[src/logic/gppm_params.svh]
`ifndef GPPM_PARAMS_SVH
`define GPPM_PARAMS_SVH
`define GPPM_PORT_WIDTH   8
`define GPPM_NUM_PORTS    5
`define GPPM_SEL_WIDTH    3
`define GPPM_SEL_SW       3'h0
`define GPPM_SEL_ALT1     3'h1
`define GPPM_SEL_ALT2     3'h2
`define GPPM_SEL_ALT3     3'h3
`define GPPM_SEL_ALT4     3'h4
`define GPPM_SEL_FABRIC   3'h5
`define GPPM_DBG_PORT     3
`define GPPM_DBG_PIN_DATA 2
`define GPPM_DBG_PIN_CLK  3
`endif

[src/logic/gppm_pkg.sv]
`include "gppm_params.svh"
package gppm_pkg;
  typedef logic [`GPPM_PORT_WIDTH-1:0] gppm_port_t;
  typedef logic [`GPPM_SEL_WIDTH-1:0]  gppm_sel_t;
  typedef enum logic [1:0] {
    GPPM_EDGE_RISE = 2'b00,
    GPPM_EDGE_FALL = 2'b01,
    GPPM_EDGE_BOTH = 2'b10,
    GPPM_EDGE_HIGH = 2'b11
  } gppm_edge_t;
endpackage : gppm_pkg

[src/logic/gppm_top.sv]
`timescale 1ns/10ps
`default_nettype none
`include "gppm_params.svh"
module gppm_top #(
  parameter int NP = `GPPM_NUM_PORTS,
  parameter int PW = `GPPM_PORT_WIDTH
) (
  input  wire logic                 CLK_SYS,
  input  wire logic                 RST,
  input  wire logic [NP*PW-1:0]     PIN_IN,
  output logic      [NP*PW-1:0]     PIN_OUT,
  output logic      [NP*PW-1:0]     PIN_OE,
  output logic      [NP*PW-1:0]     PIN_IE,
  input  wire logic [NP*PW-1:0]     SW_OUT_WR_DATA,
  input  wire logic [NP-1:0]        SW_OUT_WR,
  input  wire logic [NP*PW-1:0]     DIR_OUT_EN,
  input  wire logic [NP*PW-1:0]     IN_BUF_EN,
  input  wire logic [NP*PW*3-1:0]   SEL_WR_DATA,
  input  wire logic [NP-1:0]        SEL_WR,
  input  wire logic [NP*PW-1:0]     IRQ_EN,
  input  wire logic [NP*PW*2-1:0]   IRQ_EDGE,
  input  wire logic [NP*PW-1:0]     IRQ_CLR,
  output logic      [NP*PW-1:0]     SW_OUT_VALUE,
  output logic      [NP*PW-1:0]     PIN_STATE,
  output logic      [NP*PW-1:0]     IRQ_PEND,
  output logic      [NP-1:0]        PORT_IRQ,
  input  wire logic [NP*PW-1:0]     FABRIC_OUT,
  output logic      [NP*PW-1:0]     FABRIC_IN,
  input  wire logic [3:0]           PWM_RAW_OUT,
  input  wire logic                 SERIAL_B_UART_TRANSMIT,
  output logic                      SERIAL_B_UART_RECEIVE,
  input  wire logic                 SERIAL_B_SCL_OUT,
  input  wire logic                 SERIAL_B_SDA_OUT,
  output logic                      SERIAL_B_SCL_IN,
  output logic                      SERIAL_B_SDA_IN,
  input  wire logic                 SERIAL_B_SPI_MOSI,
  output logic                      SERIAL_B_SPI_MISO,
  input  wire logic                 SERIAL_B_SPI_CLK,
  input  wire logic                 SERIAL_B_SPI_SEL0,
  input  wire logic                 SERIAL_A_UART_TRANSMIT,
  output logic                      SERIAL_A_UART_RECEIVE,
  input  wire logic                 SERIAL_A_SCL_OUT,
  input  wire logic                 SERIAL_A_SDA_OUT,
  output logic                      SERIAL_A_SCL_IN,
  output logic                      SERIAL_A_SDA_IN,
  input  wire logic                 SERIAL_A_SPI_MOSI,
  output logic                      SERIAL_A_SPI_MISO,
  input  wire logic                 SERIAL_A_SPI_CLK,
  input  wire logic [3:0]           SERIAL_A_SPI_SEL,
  input  wire logic                 DEBUG_DATA_OUT,
  input  wire logic                 DEBUG_DATA_OE,
  output logic                      DEBUG_DATA_IN,
  output logic                      DEBUG_CLK_IN,
  output logic                      EXT_CLK_IN,
  output logic                      WAKEUP_IN
);
  import gppm_pkg::*;

  localparam int NB = NP*PW;
  localparam int P0 = 0*PW;
  localparam int P1 = 1*PW;
  localparam int P2 = 2*PW;
  localparam int P3 = 3*PW;
  localparam int P4 = 4*PW;

  logic [NB-1:0]   sw_out_q;
  logic [NB*3-1:0] sel_q;
  logic [NB-1:0]   sync1_q;
  logic [NB-1:0]   sync2_q;
  logic [NB-1:0]   prev_q;
  logic [NB-1:0]   pend_q;
  logic            run_q;
  logic [2:0]      warm_q;
  logic [NB-1:0]   alt_out [1:4];
  logic [NB-1:0]   alt_oe  [1:4];
  logic [NB-1:0]   mux_out;
  logic [NB-1:0]   mux_oe;
  logic [NB-1:0]   pend_set;
  logic [3:0]      pwm_true;
  logic [3:0]      pwm_comp;

  assign pwm_true = PWM_RAW_OUT;
  assign pwm_comp = ~PWM_RAW_OUT;

  // fixed pin locations; unlisted pins carry nothing
  always_comb begin
    for (int a = 1; a <= 4; a++) begin
      alt_out[a] = '0;
      alt_oe[a]  = '0;
    end
    // port 3 pins 0 and 1
    alt_out[1][P3+0] = pwm_true[0];
    alt_oe[1][P3+0]  = 1'b1;
    alt_out[1][P3+1] = pwm_comp[0];
    alt_oe[1][P3+1]  = 1'b1;
    alt_out[2][P3+1] = SERIAL_B_UART_TRANSMIT;
    alt_oe[2][P3+1]  = 1'b1;
    // Open drain: drive only the low level
    alt_oe[3][P3+0]  = ~SERIAL_B_SCL_OUT;
    alt_oe[3][P3+1]  = ~SERIAL_B_SDA_OUT;
    alt_out[4][P3+0] = SERIAL_B_SPI_MOSI;
    alt_oe[4][P3+0]  = 1'b1;
    // port 3 pins 2 and 3
    alt_out[1][P3+2] = pwm_true[1];
    alt_oe[1][P3+2]  = 1'b1;
    alt_out[1][P3+3] = pwm_comp[1];
    alt_oe[1][P3+3]  = 1'b1;
    alt_out[3][P3+2] = DEBUG_DATA_OUT;
    alt_oe[3][P3+2]  = DEBUG_DATA_OE;
    alt_out[4][P3+2] = SERIAL_B_SPI_CLK;
    alt_oe[4][P3+2]  = 1'b1;
    alt_out[4][P3+3] = SERIAL_B_SPI_SEL0;
    alt_oe[4][P3+3]  = 1'b1;
    alt_out[2][P4+1] = SERIAL_A_UART_TRANSMIT;
    alt_oe[2][P4+1]  = 1'b1;
    alt_oe[3][P4+0]  = ~SERIAL_A_SCL_OUT;
    alt_oe[3][P4+1]  = ~SERIAL_A_SDA_OUT;
    alt_out[4][P4+0] = SERIAL_A_SPI_MOSI;
    alt_oe[4][P4+0]  = 1'b1;
    alt_out[4][P4+2] = SERIAL_A_SPI_CLK;
    alt_oe[4][P4+2]  = 1'b1;
    alt_out[4][P4+3] = SERIAL_A_SPI_SEL[0];
    alt_oe[4][P4+3]  = 1'b1;
    for (int s = 0; s < 3; s++) begin
      alt_out[4][P0+s] = SERIAL_A_SPI_SEL[s+1];
      alt_oe[4][P0+s]  = 1'b1;
    end
    alt_out[4][P0+6] = SERIAL_B_SPI_CLK;
    alt_oe[4][P0+6]  = 1'b1;
    alt_out[4][P0+7] = SERIAL_B_SPI_SEL0;
    alt_oe[4][P0+7]  = 1'b1;
    alt_out[1][P2+4] = pwm_true[0];
    alt_out[1][P2+5] = pwm_comp[0];
    alt_out[1][P2+6] = pwm_true[1];
    alt_out[1][P2+7] = pwm_comp[1];
    // port 1 pwm units 2 and 3
    alt_out[1][P1+0] = pwm_true[2];
    alt_out[1][P1+1] = pwm_comp[2];
    alt_out[1][P1+2] = pwm_true[3];
    for (int k = 4; k < 8; k++) begin
      alt_oe[1][P2+k] = 1'b1;
    end
    for (int k = 0; k < 3; k++) begin
      alt_oe[1][P1+k] = 1'b1;
    end
  end

  // Peripheral inputs from synchronised pins, gated by selection
  wire [NB-1:0] s = sync2_q;
  function automatic logic is_sel(input logic [NB*3-1:0] v, input int b,
                                  input logic [2:0] code);
    return v[b*3 +: 3] == code;
  endfunction : is_sel
  // receive side only from fixed pins
  assign SERIAL_B_UART_RECEIVE = is_sel(sel_q, P3+0, `GPPM_SEL_ALT2) ?
                                 s[P3+0] : 1'b1;
  assign SERIAL_B_SCL_IN = is_sel(sel_q, P3+0, `GPPM_SEL_ALT3) ?
                           s[P3+0] : 1'b1;
  assign SERIAL_B_SDA_IN = is_sel(sel_q, P3+1, `GPPM_SEL_ALT3) ?
                           s[P3+1] : 1'b1;
  assign SERIAL_B_SPI_MISO = is_sel(sel_q, P3+1, `GPPM_SEL_ALT4) ?
                             s[P3+1] : 1'b0;
  assign SERIAL_A_UART_RECEIVE = is_sel(sel_q, P4+0, `GPPM_SEL_ALT2) ?
                                 s[P4+0] : 1'b1;
  assign SERIAL_A_SCL_IN = is_sel(sel_q, P4+0, `GPPM_SEL_ALT3) ?
                           s[P4+0] : 1'b1;
  assign SERIAL_A_SDA_IN = is_sel(sel_q, P4+1, `GPPM_SEL_ALT3) ?
                           s[P4+1] : 1'b1;
  assign SERIAL_A_SPI_MISO = is_sel(sel_q, P4+1, `GPPM_SEL_ALT4) ?
                             s[P4+1] : 1'b0;
  assign DEBUG_DATA_IN = is_sel(sel_q, P3+2, `GPPM_SEL_ALT3) ?
                         s[P3+2] : 1'b0;
  assign DEBUG_CLK_IN = is_sel(sel_q, P3+3, `GPPM_SEL_ALT3) ?
                        s[P3+3] : 1'b0;
  assign EXT_CLK_IN = is_sel(sel_q, P0+6, `GPPM_SEL_ALT1) ? s[P0+6] : 1'b0;
  assign WAKEUP_IN = is_sel(sel_q, P0+7, `GPPM_SEL_ALT3) ? s[P0+7] : 1'b0;

  // every pin reaches the fabric regardless of selection
  assign FABRIC_IN = s;

  genvar g;
  generate
    for (g = 0; g < NB; g++) begin : g_pin
      wire [2:0] sel_w = sel_q[g*3 +: 3];
      wire [1:0] edge_w = IRQ_EDGE[g*2 +: 2];
      wire rise_w = s[g] & ~prev_q[g];
      wire fall_w = ~s[g] & prev_q[g];
      logic ev_w;
      always_comb begin
        unique case (sel_w)
          `GPPM_SEL_SW: begin
            mux_out[g] = sw_out_q[g];
            mux_oe[g]  = DIR_OUT_EN[g];
          end
          `GPPM_SEL_ALT1, `GPPM_SEL_ALT2,
          `GPPM_SEL_ALT3, `GPPM_SEL_ALT4: begin
            mux_out[g] = alt_out[sel_w][g];
            mux_oe[g]  = alt_oe[sel_w][g];
          end
          `GPPM_SEL_FABRIC: begin
            mux_out[g] = FABRIC_OUT[g];
            mux_oe[g]  = DIR_OUT_EN[g];
          end
          default: begin
            mux_out[g] = 1'b0;
            mux_oe[g]  = 1'b0;
          end
        endcase
      end
      always_comb begin
        unique case (gppm_edge_t'(edge_w))
          GPPM_EDGE_RISE: ev_w = rise_w;
          GPPM_EDGE_FALL: ev_w = fall_w;
          GPPM_EDGE_BOTH: ev_w = rise_w | fall_w;
          GPPM_EDGE_HIGH: ev_w = s[g];
        endcase
      end
      // enable gates the event
      // Held off until the edge history holds real levels: pulled-up pins
      // would otherwise show a false rise right after reset
      assign pend_set[g] = IRQ_EN[g] & ev_w & warm_q[2];
    end
  endgenerate

  // buffers disabled until the first cycle after reset
  assign PIN_OUT = run_q ? mux_out : '0;
  assign PIN_OE  = run_q ? mux_oe : '0;
  assign PIN_IE  = run_q ? IN_BUF_EN : '0;

  always_ff @(posedge CLK_SYS or posedge RST) begin
    if (RST) begin
      sync1_q <= '0;
      sync2_q <= '0;
      prev_q  <= '0;
    end else begin
      sync1_q <= PIN_IN;
      sync2_q <= sync1_q;
      prev_q  <= sync2_q;
    end
  end

  always_ff @(posedge CLK_SYS or posedge RST) begin
    if (RST) begin
      run_q  <= 1'b0;
      warm_q <= '0;
    end else begin
      run_q  <= 1'b1;
      warm_q <= {warm_q[1:0], 1'b1};
    end
  end

  always_ff @(posedge CLK_SYS or posedge RST) begin
    if (RST) begin
      sw_out_q <= '0;
    end else begin
      for (int p = 0; p < NP; p++) begin
        if (SW_OUT_WR[p]) begin
          sw_out_q[p*PW +: PW] <= SW_OUT_WR_DATA[p*PW +: PW];
        end
      end
    end
  end

  // debug selection at reset
  // Widened first so the shifts keep their bits
  localparam logic [NB*3-1:0] SEL_ALT3_W = (NB*3)'(`GPPM_SEL_ALT3);
  localparam logic [NB*3-1:0] SEL_RST =
    (SEL_ALT3_W << ((P3+`GPPM_DBG_PIN_CLK)*3)) |
    (SEL_ALT3_W << ((P3+`GPPM_DBG_PIN_DATA)*3));
  always_ff @(posedge CLK_SYS or posedge RST) begin
    if (RST) begin
      sel_q <= SEL_RST;
    end else begin
      for (int p = 0; p < NP; p++) begin
        if (SEL_WR[p]) begin
          sel_q[p*PW*3 +: PW*3] <= SEL_WR_DATA[p*PW*3 +: PW*3];
        end
      end
    end
  end

  // Set wins over clear so no edge is lost
  always_ff @(posedge CLK_SYS or posedge RST) begin
    if (RST) begin
      pend_q <= '0;
    end else begin
      pend_q <= (pend_q & ~IRQ_CLR) | pend_set;
    end
  end

  assign PIN_STATE    = sync2_q;
  assign SW_OUT_VALUE = sw_out_q;
  assign IRQ_PEND     = pend_q;

  generate
    for (g = 0; g < NP; g++) begin : g_port
      assign PORT_IRQ[g] = |(pend_q[g*PW +: PW] & IRQ_EN[g*PW +: PW]);
    end
  endgenerate

  sync_lat_a: assert property (@(posedge CLK_SYS) disable iff (RST)
    PIN_STATE == $past(PIN_IN, 2) || $past(RST, 2) || $past(RST))
    else $error("pin state not two cycles behind pin");
  irq_gate_a: assert property (@(posedge CLK_SYS) disable iff (RST)
    (~IRQ_EN & ~$past(pend_q) & ~$past(IRQ_CLR) & ~pend_q) ==
    (~IRQ_EN & ~$past(pend_q) & ~$past(IRQ_CLR)) || $changed(IRQ_EN))
    else $error("disabled pin raised event");
  port_irq_a: assert property (@(posedge CLK_SYS) disable iff (RST)
    PORT_IRQ[3] == |(IRQ_PEND[P3 +: PW] & IRQ_EN[P3 +: PW]))
    else $error("port request mismatch");
  reset_off_a: assert property (@(posedge CLK_SYS)
    $past(RST) |-> PIN_OE == '0 && PIN_IE == '0)
    else $error("pin enabled during reset");
  pwm_pol_a: assert property (@(posedge CLK_SYS) disable iff (RST)
    run_q && is_sel(sel_q, P3+0, `GPPM_SEL_ALT1) &&
    is_sel(sel_q, P3+1, `GPPM_SEL_ALT1) |->
    PIN_OUT[P3+1] == ~PIN_OUT[P3+0])
    else $error("pwm pair not complementary");
  dbg_rst_a: assert property (@(posedge CLK_SYS)
    $fell(RST) |-> is_sel(sel_q, P3+2, `GPPM_SEL_ALT3) &&
    is_sel(sel_q, P3+3, `GPPM_SEL_ALT3))
    else $error("debug pins not selected after reset");
  sw_out_a: assert property (@(posedge CLK_SYS) disable iff (RST)
    SW_OUT_WR[0] |=> SW_OUT_VALUE[P0 +: PW] == $past(SW_OUT_WR_DATA[P0 +: PW]))
    else $error("output register not written");
  sw_mux_a: assert property (@(posedge CLK_SYS) disable iff (RST)
    run_q && is_sel(sel_q, P0+3, `GPPM_SEL_SW) |->
    PIN_OUT[P0+3] == SW_OUT_VALUE[P0+3])
    else $error("software value not on pin");
endmodule : gppm_top
`default_nettype wire

[config.mk]
export PLATFORM = sky130hd
export DESIGN_NAME = gppm_top
export DESIGN_NICKNAME = d
export VERILOG_FILES = /design/src/logic/gppm_pkg.sv /design/src/logic/gppm_top.sv
export VERILOG_INCLUDE_DIRS = /design/src /design/src/logic
export SDC_FILE = /design/constraint.sdc
export NUM_CORES = 1
export LEC_CHECK = 0
export BUFFER_PORTS_ARGS = -buffer_cell sky130_fd_sc_hd__buf_2
export CORE_AREA = 2 2 314 316
export DETAILED_ROUTE_END_ITERATION = 10
export DIE_AREA = 0 0 316 318
export GPL_TIMING_DRIVEN = 0
export SKIP_LAST_GASP = 1
export SYNTH_ARGS = -nofsm -noshare
export SYNTH_HDL_FRONTEND = slang
export SYNTH_SLANG_ARGS = --single-unit
[constraint.sdc]
create_clock -name CLK_SYS -period 10 [get_ports CLK_SYS]
set_input_delay 1 -clock CLK_SYS [delete_from_list [all_inputs] [get_ports CLK_SYS]]
set_output_delay 1 -clock CLK_SYS [all_outputs]
set_load 0.01 [all_outputs]
======== Yosys cells after proc, flatten, opt, wreduce, memory -nomap -nowiden ========
Index checks and enable logic that the tools add are counted.
word-level totals
  bits in read-only memories .............. 0
  bits in latches ......................... 0
  RAM bits ................................ 0
  memories kept ........................... 0
  output and inout port bits .............. 297
  word-level logic and storage cells ...... 1249
  input bits .............................. 513
  register bits ........................... 324
operators by class
  bitwise logic cells ..................... 333
  $mul .................................... 0
  reduce and logical (&&, ||, !) cells .... 165
  shift operators ......................... 0
  add/subtract/negate cells ............... 0
  multiplexer cells ....................... 375
  order comparisons ....................... 40
  equal/unequal tests ..................... 320
  divide/modulo/power cells ............... 0
operators by type and width
  cell                                                              count
  40-bit binary-select mux with 3-bit select                        80
  40-bit 2-to-1 mux                                                 7
  3-bit by 2-bit == test with 1-bit output (second input constant)  80
  3-bit == test (second input constant)                             80
  1-bit AND                                                         160
  2-bit == test (second input constant)                             80
  4-bit greater-or-equal comparator (second input constant)         40
  3-bit NOT with 4-bit output                                       40
  1-bit one-hot mux with 4 select lines                             40
  4-bit OR reduction                                                40
  39-bit 2-to-1 mux                                                 4
  38-bit 2-to-1 mux                                                 4
  37-bit 2-to-1 mux                                                 4
  36-bit 2-to-1 mux                                                 4
  35-bit 2-to-1 mux                                                 4
  34-bit 2-to-1 mux                                                 4
  33-bit 2-to-1 mux                                                 4
  32-bit 2-to-1 mux                                                 4
  31-bit 2-to-1 mux                                                 4
  3-bit by 1-bit == test with 1-bit output (second input constant)  40
  3-bit zero test                                                   40
  30-bit 2-to-1 mux                                                 4
  1-bit one-hot mux with 3 select lines                             40
  29-bit 2-to-1 mux                                                 4
  40 further kinds                                                  422

======== Longest topological paths before layout ========
Gate-level depths: netlist of the first run.
  depth after elaboration ................. 7
  mapped depth ............................ 5

======== Worst setup path before layout of the first run ========
Ideal clock, no wire load.
  kind .................................... input port to output port
  from .................................... input port FABRIC_OUT[26]
  to ...................................... output port PIN_OUT[26]
  buffers on the path ..................... 0
  stages .................................. 3
  setup slack ............................. 7.389 ns
  data arrival time ....................... 1.611 ns
  cell sequence ........................... mux4_2 -> nand3_1 -> nand2_1
between the ends
  cells in the longest elaborated chain, start to end .. 2
ends and longest elaborated chain
  what                                   RTL line         RTL
  from (decl)                            gppm_top.sv:27   input wire logic [NP*PW-1:0] FABRIC_OUT,
  1-bit one-hot mux with 3 select lines  gppm_top.sv:190  unique case (sel_w)
  40-bit 2-to-1 mux                      gppm_top.sv:226  assign PIN_OUT = run_q ? mux_out : '0;
  to (decl)                              gppm_top.sv:11   output logic [NP*PW-1:0] PIN_OUT,
No other way between the ends.

==> impl_metrics.yaml, run 1 <==
grt:
  grt_pass1_vias: 13500
  antenna_found_initial: 27
  track_usage: 0.129
  grt-ovfl-total: 0
  grt_max_degree: 106
  grt_pass1_wl_mm: 92.9
floorplan:
  rows: 115
  placeableCoreArea_um2: 97400
  start_util: 0.161
  die_w_um: 316
  die_area_um2: 100000
  die_h_um: 318
  num_io_pins: 810
drt:
  met1Wirelength_mm: 26.8
  first_iter_violations: 629
  drc_errors: 0
  wl_met2_mm: 33.0
  wire_per_inst_um: 19.8
  viasPerCell: 3.88
  routed.top_layer: "met5"
  first_pass_iters: 5
  num_vias: 13200
  wl_met3_mm: 5.58
  postRouteAntennaNets: 0
  wl_mm: 67.6
synth:
  synth-async-reset-ratio: 1.00
  syn_inst: 1238
  yosysUniqueCellTypes: 51
  yosys.area.top_type_share: 0.508
  yosysTopAreaCell: "dfrtp_1"
  synth-main-ff-cell: "dfrtp_1"
  synth_common_cells: "dfrtp_1 (319), inv_1 (168), mux2_2 (158)"
  synth-edff-count: 0
  synth.avg_cell_area_um2: 12.7
  yosysMostFrequentCell: "dfrtp_1"
  synth_warnings: 0
  syn_area_um2: 15700
  synth_fp_nets: 1831
  ys_seq_area_frac: 0.515
  synth-seq-cells: 323
  synth_area_leaders: "dfrtp_1 (51%), mux2_2 (11%), ha_1 (6.4%), mux4_2 (5.9%), inv_1 (4.0%)"
setup_path:
  crit_top_cell: "buf_2"
  r2r_cells: 5
  path_cells: "inv_2 > buf_2 > nor3_1 > buf_2"
  path_max_fanout: 10
  reg2reg_to: "IRQ_PEND[26]"
  critPathLaunchType: "flip-flop"
  crit_type: "flip-flop to output pin"
  arrival_ns: 3.25
  r2r_setup_slack_ns: 7.83
  timing.rr.start: "FABRIC_IN[26]"
  crit_path_max_incr_delay_ns: 1.07
  slowest_stage: "dfrtp_1"
  cp_data_required_time_ns: 9.00
  end_kind: "output pin"
cells_and_area:
  final_util: 0.235
  fill_cells: 10500
  nets: 2678
  drive_gt1_frac: 0.551
  area_growth_pct: 45.5
  regArea_um2: 8090
  multi_input_area_um2: 6490
run_status:
  status: "finished clean"
placed_design:
  pre_cts_slack_ns: 6.17
  hpwl_mm: 56.0
  globalplace.congestion: 0.834
  io_buffers: 799
job:
  max_cap_violations: 0
power_and_ir_drop:
  vdd_drop_max_mv: 0.0943
  cellPowerDensity_nw_per_um2: 162
  leakage_uw: 0.0114
  total_power_uw: 3700
clocking:
  clk_pin_slew_worst_paths_ns: 0.06
  tritoncts: "yes"
  cts_hold_buf: 0
  cts_buffer_depth: 3
  root_buffer: "clkbuf_16"
  post_cts.repair.setup_buffers: 0
  clkSinkCount: 323
  htree_levels: 2
  cts_buffers: 43
  cts.repair.resized: 0
  clk_latency_ns: 0.59
sta:
  fin_crit_sh: 0.425
  finalSetupViolations: 0
  worst_slew_pin_slew_ns: 1.12
  setup-tns-final_ns: 0
  rsz0062_at_grt: "false"
  finalHoldViolCount: 0
  maxSlewHeadroom: 0.257
  holdWs_ns: 0.337
  skew_ns: 0.0157
  setup_ws_ns: 5.75
  maxSlewViolCount: 0
  layout_min_cycle_time_ns: 4.25
  fmax_mhz: 235
worst_hold_path:
  hp-class: "input pin to asynchronous set/reset pin"
-- sequential cells by signal (all words and copies together) (netlist names) --
| signal | count |
|---|---|
| FABRIC_IN | 40 |
| sync1_q | 40 |
| SW_OUT_VALUE | 40 |
| IRQ_PEND | 40 |
| prev_q | 40 |
| warm_q | 3 |
| sel_q | 120 |
-- critical path, delay by kind of cell, from the launching register on --
family	cells	cell delay, ns
buffers and inverters	3	1.09
DFF	1	1.07
and+or+nand+nor	1	0.48
-- cell usage in the layout, fill, tap and decap left out, drive strengths merged, types with 25 or more instances in the layout --
master / netlist / routed
a32o: 40 / 40
and2: 40 / 40
buf: 68 / 870
clkbuf: 10 / 74
dfrtp: 319 / 319
ha: 80 / 80
inv: 169 / 171
mux2: 158 / 158
mux4: 41 / 41
nand2: 25 / 25
nor3: 31 / 31
nor3b: 26 / 26
-- report_power, final --
group / internal (uW) / switching, uW
Sequential: 1410 / 129
Combinational: 308 / 300
Clock: 924 / 628
-- area by class of cell --
class	instances	share of cell area
Timing Repair Buffer	802	0.179
Buffer	78	0.0216
Inverter	169	0.0281
Clock buffer	64	0.0567
Multi-Input combinational cell	668	0.284
Sequential cell	323	0.354
Clock inverter	15	0.00553
Antenna cell	11	0.00120
Tap cell	1287	0.0705
-- worst max-delay path by stage --
stage                    from                to  slack, ns  cells past startpoint
global placement          RST  SW_OUT_VALUE[17]      -4.72                      2
CTS                 warm_q[0]         PIN_OE[7]       5.48                      4
floorplan                 RST      FABRIC_IN[0]       0.07                      1
detailed placement  warm_q[0]         PIN_OE[7]       6.17                      4
finish              warm_q[0]        PIN_OUT[5]       5.75                      4
global route        warm_q[0]        PIN_OUT[5]       5.57                      4
-- routing by layer --
layer  GRT usage  vias up
li1            -     6048
met1       0.150     6456
met2       0.223      621
met3      0.0392      111
met4      0.0421       10
met5           0        -
-- stage by stage --
stage	area, um2	instances
floorplan	15700	1238
global placement	21300	3324
detailed placement	21400	3327
CTS	22800	3406
global route	22800	3410
finish	22900	3417
-- logic make-up (layout without fill, tap and decap cells) --
| group | count (synthesis) | after routing | synth area share |
|---|---|---|---|
| compound gates | 150 | 150 | 0.0732 |
| buf+inv | 247 | 1128 | 0.0719 |
| mux | 207 | 207 | 0.177 |
| xor+xnor | 21 | 21 | 0.0117 |
| simple gates | 206 | 206 | 0.0851 |
| other cells | 1 | 12 | 0.000239 |
| fa+ha+maj | 83 | 83 | 0.0657 |
| flops | 323 | 323 | 0.515 |
No activity file was read; power rests on OpenSTA's default activity.
==> run 2: changes to the inputs <==
==> constraint.sdc (replaced) <==
create_clock -name CLK_SYS -period 3.78 [get_ports CLK_SYS]
set_input_delay 0.378 -clock CLK_SYS [delete_from_list [all_inputs] [get_ports CLK_SYS]]
set_output_delay 0.378 -clock CLK_SYS [all_outputs]
set_load 0.01 [all_outputs]
==> run 2 against run 1 <==
Effect of this change:
- sequential cell count unchanged
- first-iteration DRC count increased by 18%
- count of clock-buffer cells in the layout decreased by 6
- register-to-register slack got worse by 6.1 ns
- combinational power increased to 2.9 times the previous value
- design area increased by 7.9%
- non-clock buffer count increased by 185
- final cell count increased by 5.1%
- largest cell class unchanged
==> impl_metrics.yaml, run 2 (synthesized netlist as in run 1, its figures left out) <==
placed_design:
  hpwl_mm: 57.0
  io_buffers: 799
  globalplace.congestion: 0.853
  dpl_cell_area_um2: 21500
sta:
  skew_ns: 0.0100
  fin_crit_sh: 0.928
  finalSetupViolations: 0
  layout_min_cycle_time_ns: 3.51
  maxSlewHeadroom: 0.245
  setup-tns-final_ns: 0
  fmax_mhz: 285
  rsz0062_at_grt: "false"
  worst_slew_pin_slew_ns: 1.13
  finalHoldViolCount: 0
  holdWs_ns: 0.0565
  maxSlewViolCount: 0
power_and_ir_drop:
  leakage_uw: 0.0122
  cellPowerDensity_nw_per_um2: 397
  vdd_drop_max_mv: 0.321
floorplan:
  die_area_um2: 100000
  die_w_um: 316
  placeableCoreArea_um2: 97400
  rows: 115
  num_io_pins: 810
  start_util: 0.161
  die_h_um: 318
drt:
  first_iter_violations: 740
  wl_mm: 69.2
  viasPerCell: 3.93
  drc_errors: 0
  first_pass_iters: 5
  wire_per_inst_um: 19.3
  postRouteAntennaNets: 0
  num_vias: 14100
setup_path:
  arrival_ns: 3.13
  crit_type: "flip-flop to output pin"
  critPathLaunchType: "flip-flop"
  cp_data_required_time_ns: 3.40
  path_max_fanout: 10
  reg2reg_to: "IRQ_PEND[26]"
  r2r_cells: 5
  timing.rr.start: "FABRIC_IN[26]"
  end_kind: "output pin"
  r2r_setup_slack_ns: 1.77
  slowest_stage: "dfrtp_1"
  crit_path_max_incr_delay_ns: 1.09
  path_cells: "inv_2 > buf_6 > nor4b_2 > buf_2"
clocking:
  clk_pin_slew_worst_paths_ns: 0.06
  cts_buffer_depth: 3
  clk_latency_ns: 0.57
  htree_levels: 2
  clkSinkCount: 323
  cts.repair.resized: 0
  root_buffer: "clkbuf_16"
  cts_buffers: 40
  tritoncts: "yes"
grt:
  grt_pass1_vias: 14600
  grt_pass1_wl_mm: 96.2
  grt-ovfl-total: 0
  track_usage: 0.132
  antenna_found_initial: 19
  grt_max_degree: 42
worst_hold_path:
  hp-start: "SEL_WR_DATA[53]"
  min_to: "sel_q[53]"
  hp-class: "input pin to flip-flop"
  hold_depth: 2
cells_and_area:
  largest_reg_flops: 120
  mostFrequentLayoutCell: "buf_2"
  largest-register: "sel_q"
  nets: 2860
  drive_gt1_frac: 0.508
  layout_common_cells: "buf_2 (824), dfrtp_1 (319), dlygate4sd3_1 (179), inv_1 (167), mux2_2 (158)"
  area_growth_pct: 57.0
  fin_area_um2: 24700
run_status:
  status: "finished clean"
job:
  max_cap_violations: 0
-- run 2: layout make-up --
cell class	count	area, um2
antenna	9	22.5
buffer	78	494
clock buffer	58	1210
clock inverter	11	129
fill	10300	72800
inverter	169	638
multi-input combinational	668	6490
sequential	323	8090
tap	1287	1610
timing repair buffer	987	5970
-- run 2: repair_timing --
item                                   in CTS  in global routing
buffers inserted                            0                  0
endpoints found under the hold margin     191                  0
hold buffers                              179                  0
-- run 2: worst max path at each step --
stage / start / end / slack [ns]
2_1_floorplan: RST / FABRIC_IN[0] / -0.90
3_3_place_gp: RST / sel_q[106] / -3.41
3_5_place_dp: warm_q[0] / PIN_OE[28] / 0.67
4_1_cts: warm_q[0] / PIN_OE[28] / 0.008
5_1_grt: warm_q[0] / PIN_OUT[11] / 0.08
6_report: warm_q[0] / PIN_OE[28] / 0.27
-- run 2: worst max-delay path, delay by kind of cell, from the launching register on --
family                 cells  cell delay [ns]
buffers and inverters      3             0.91
DFF                        1             1.09
and+or+nand+nor            1             0.55
-- run 2: per-layer routing --
metal	track usage	wire length, um	up-vias
li1	-	-	6397
met1	0.157	27800	6922
met2	0.219	32600	660
met3	0.0382	5680	131
met4	0.0600	3090	10
met5	0	62	-
-- run 2: power by group --
part | switching [uW] | internal [uW] | total [uW]
Combinational | 838 | 946 | 1780
Sequential | 345 | 3740 | 4090
Clock | 1560 | 2360 | 3920
-- run 2: per-stage QoR --
step	setup slack (ns)	total power (uW)	instances	util
5_1_grt	0.0775	10300	3585	0.253
2_1_floorplan	-0.903	4860	1238	-
4_1_cts	0.00792	9990	3581	0.253
3_5_place_dp	0.674	5810	3333	0.221
6_report	0.274	9790	3590	0.253
3_3_place_gp	-3.41	5750	3324	0.219
==> run 3: changes to the inputs <==
--- a/config.mk
+++ b/config.mk
@@ -6,10 +6,11 @@
 export SDC_FILE = /design/constraint.sdc
 export NUM_CORES = 1
 export LEC_CHECK = 0
+export ABC_AREA = 1
 export BUFFER_PORTS_ARGS = -buffer_cell sky130_fd_sc_hd__buf_2
-export CORE_AREA = 2 2 314 316
+export CORE_AREA = 2 2 311 313
 export DETAILED_ROUTE_END_ITERATION = 10
-export DIE_AREA = 0 0 316 318
+export DIE_AREA = 0 0 313 315
 export GPL_TIMING_DRIVEN = 0
 export SKIP_LAST_GASP = 1
 export SYNTH_ARGS = -nofsm -noshare
==> run 3 against run 2 <==
Effect of this change:
- sequential cell count stayed put
- area after synthesis is 6.7% higher
- worst hold slack worse by 0.010 ns
- global-route usage is 1.3 points higher
- highest routed layer unchanged
- setup slack improved by 0.97 ns
- via count is 27% higher
- critical path depth fell by 1
- clock power rose by 7.9%
- non-clock buffer count is 37 higher
- first-iteration DRC count up 37%
==> impl_metrics.yaml, run 3 <==
run_status:
  status: "finished clean"
power_and_ir_drop:
  total_power_uw: 10100
  vdd_drop_max_mv: 0.288
  leakage_uw: 0.0146
  cellPowerDensity_nw_per_um2: 388
grt:
  track_usage: 0.145
  grt_max_degree: 40
  grt_pass1_vias: 17400
  antenna_found_initial: 18
  grt-ovfl-total: 0
  grt_pass1_wl_mm: 107
synth:
  synth-async-reset-ratio: 1.00
  synth_area_leaders: "dfrtp_1 (48%), nand2_1 (13%), inv_1 (8.5%), ha_1 (6.0%), o21ai_0 (4.3%)"
  synth-edff-count: 0
  yosys.area.top_type_share: 0.476
  yosysUniqueCellTypes: 21
  syn_inst: 2108
  synth-seq-cells: 323
  yosysTopAreaCell: "dfrtp_1"
  synth_common_cells: "nand2_1 (600), inv_1 (378), dfrtp_1 (319)"
  syn_area_um2: 16800
  synth-main-ff-cell: "dfrtp_1"
  yosysMostFrequentCell: "nand2_1"
  synth_warnings: 0
  synth_fp_nets: 2701
  synth.avg_cell_area_um2: 7.95
  ys_seq_area_frac: 0.483
clocking:
  post_cts.repair.setup_buffers: 0
  cts_buffer_depth: 3
  clk_pin_slew_worst_paths_ns: 0.06
  clkSinkCount: 323
  root_buffer: "clkbuf_16"
  cts_buffers: 41
  tritoncts: "yes"
  cts.repair.resized: 0
  htree_levels: 2
  clk_latency_ns: 0.58
  cts_hold_buf: 208
sta:
  maxSlewViolCount: 0
  fin_crit_sh: 0.672
  finalSetupViolations: 0
  skew_ns: 0.0167
  fmax_mhz: 394
  setup-tns-final_ns: 0
  maxSlewHeadroom: 0.598
  worst_slew_pin_slew_ns: 0.603
  rsz0062_at_grt: "false"
  layout_min_cycle_time_ns: 2.54
  finalHoldViolCount: 0
cells_and_area:
  layout_common_cells: "buf_2 (832), nand2_1 (600), inv_1 (377), dfrtp_1 (319), dlygate4sd3_1 (208)"
  largest-register: "sel_q"
  fill_cells: 10300
  fin_area_um2: 26100
  largest_reg_flops: 120
  final_cells: 4482
  drive_gt1_frac: 0.326
  nets: 3760
  final_util: 0.273
  regArea_um2: 8090
  multi_input_area_um2: 6710
  area_growth_pct: 55.7
  mostFrequentLayoutCell: "buf_2"
setup_path:
  path_max_fanout: 7
  crit_type: "flip-flop to output pin"
  end_kind: "output pin"
  arrival_ns: 2.16
  critPathLaunchType: "flip-flop"
  cp_data_required_time_ns: 3.40
  r2r_setup_slack_ns: 1.71
worst_hold_path:
  hp-class: "input pin to flip-flop"
floorplan:
  die_w_um: 313
  placeableCoreArea_um2: 95700
  die_h_um: 315
  start_util: 0.175
  die_area_um2: 98600
  rows: 114
  num_io_pins: 810
placed_design:
  io_buffers: 799
  globalplace.congestion: 0.876
  hpwl_mm: 61.3
  dp_cells: 4192
  dpl_cell_area_um2: 22500
drt:
  first_pass_iters: 7
  viasPerCell: 4.01
  drc_errors: 0
  wire_per_inst_um: 16.9
  num_vias: 18000
  first_iter_violations: 1015
  postRouteAntennaNets: 0
  wl_mm: 75.7
job:
  max_cap_violations: 0
-- run 3: changes by cell type after synthesis, sizes merged, moves of 41 or more --
cell   before  now
a21oi      14   62
inv       169  379
mux2      158   39
mux4       41    0
nand2      25  600
nand3      10  131
nand4       9   72
nor2       16  127
o21ai      12  146
or2         0   44
-- run 3: kinds of logic (layout without fill, tap and decap cells) --
logic type               count (synthesis)  count (layout)  synth area share
flip-flops                             323             323             0.483
AO/OA/AOI/OAI                          216             216            0.0657
other                                    1               9          0.000224
AND/OR/NAND/NOR                        984             984             0.249
buffers and inverters                  465            1555             0.117
multiplexers                            39              39            0.0262
adder cells (fa/ha/maj)                 80              80            0.0597
-- run 3: where the power goes --
part           switching [uW]  internal (uW)  leakage (uW)
combinational            1060            849       0.00999
sequential                261           3730       0.00388
clock                    1620           2620      0.000715
-- run 3: metal layers --
| layer | vias to the layer above | wire length [um] | GRT usage |
|---|---|---|---|
| met3 | 149 | 6560 | 0.0438 |
| met1 | 8306 | 29900 | 0.170 |
| met4 | 16 | 3830 | 0.0735 |
| met2 | 827 | 35300 | 0.240 |
| met5 | - | 112 | 0 |
| li1 | 8663 | - | - |
-- run 3: layout make-up --
| class | count | share of cell area |
|---|---|---|
| antenna | 8 | 0.000767 |
| buffer | 86 | 0.0206 |
| clock buffer | 63 | 0.0495 |
| clock inverter | 11 | 0.00628 |
| inverter | 379 | 0.0547 |
| multi-input combinational | 1320 | 0.257 |
| sequential | 323 | 0.310 |
| tap | 1276 | 0.0612 |
| timing repair buffer | 1016 | 0.240 |
-- run 3: stage by stage --
stage               hold slack, ns  setup WS [ns]
global route               0.00148           1.01
detailed placement           0.335           1.66
floorplan                    0.331         -0.903
CTS                       0.000353           1.03
finish                      0.0464           1.24
global placement             0.331          -3.24
-- run 3: final timing paths --
kind / from / endpoint / cells after the start
max in group asynchronous: RST / sel_q[22] / 8
hold reg to reg: sync1_q[19] / FABRIC_IN[19] / 0
setup / recovery: FABRIC_IN[6] / EXT_CLK_IN / 3
min in group asynchronous: RST / sel_q[101] / 3
hold / removal: SEL_WR_DATA[59] / sel_q[59] / 3
setup reg to reg: FABRIC_IN[6] / IRQ_PEND[6] / 7
-- run 3: critical path, stage by stage, from the launching register on --
cell	delay [ns]
dfrtp_1	0.66
inv_1	0.43
nor4_1	0.30
buf_2	0.19
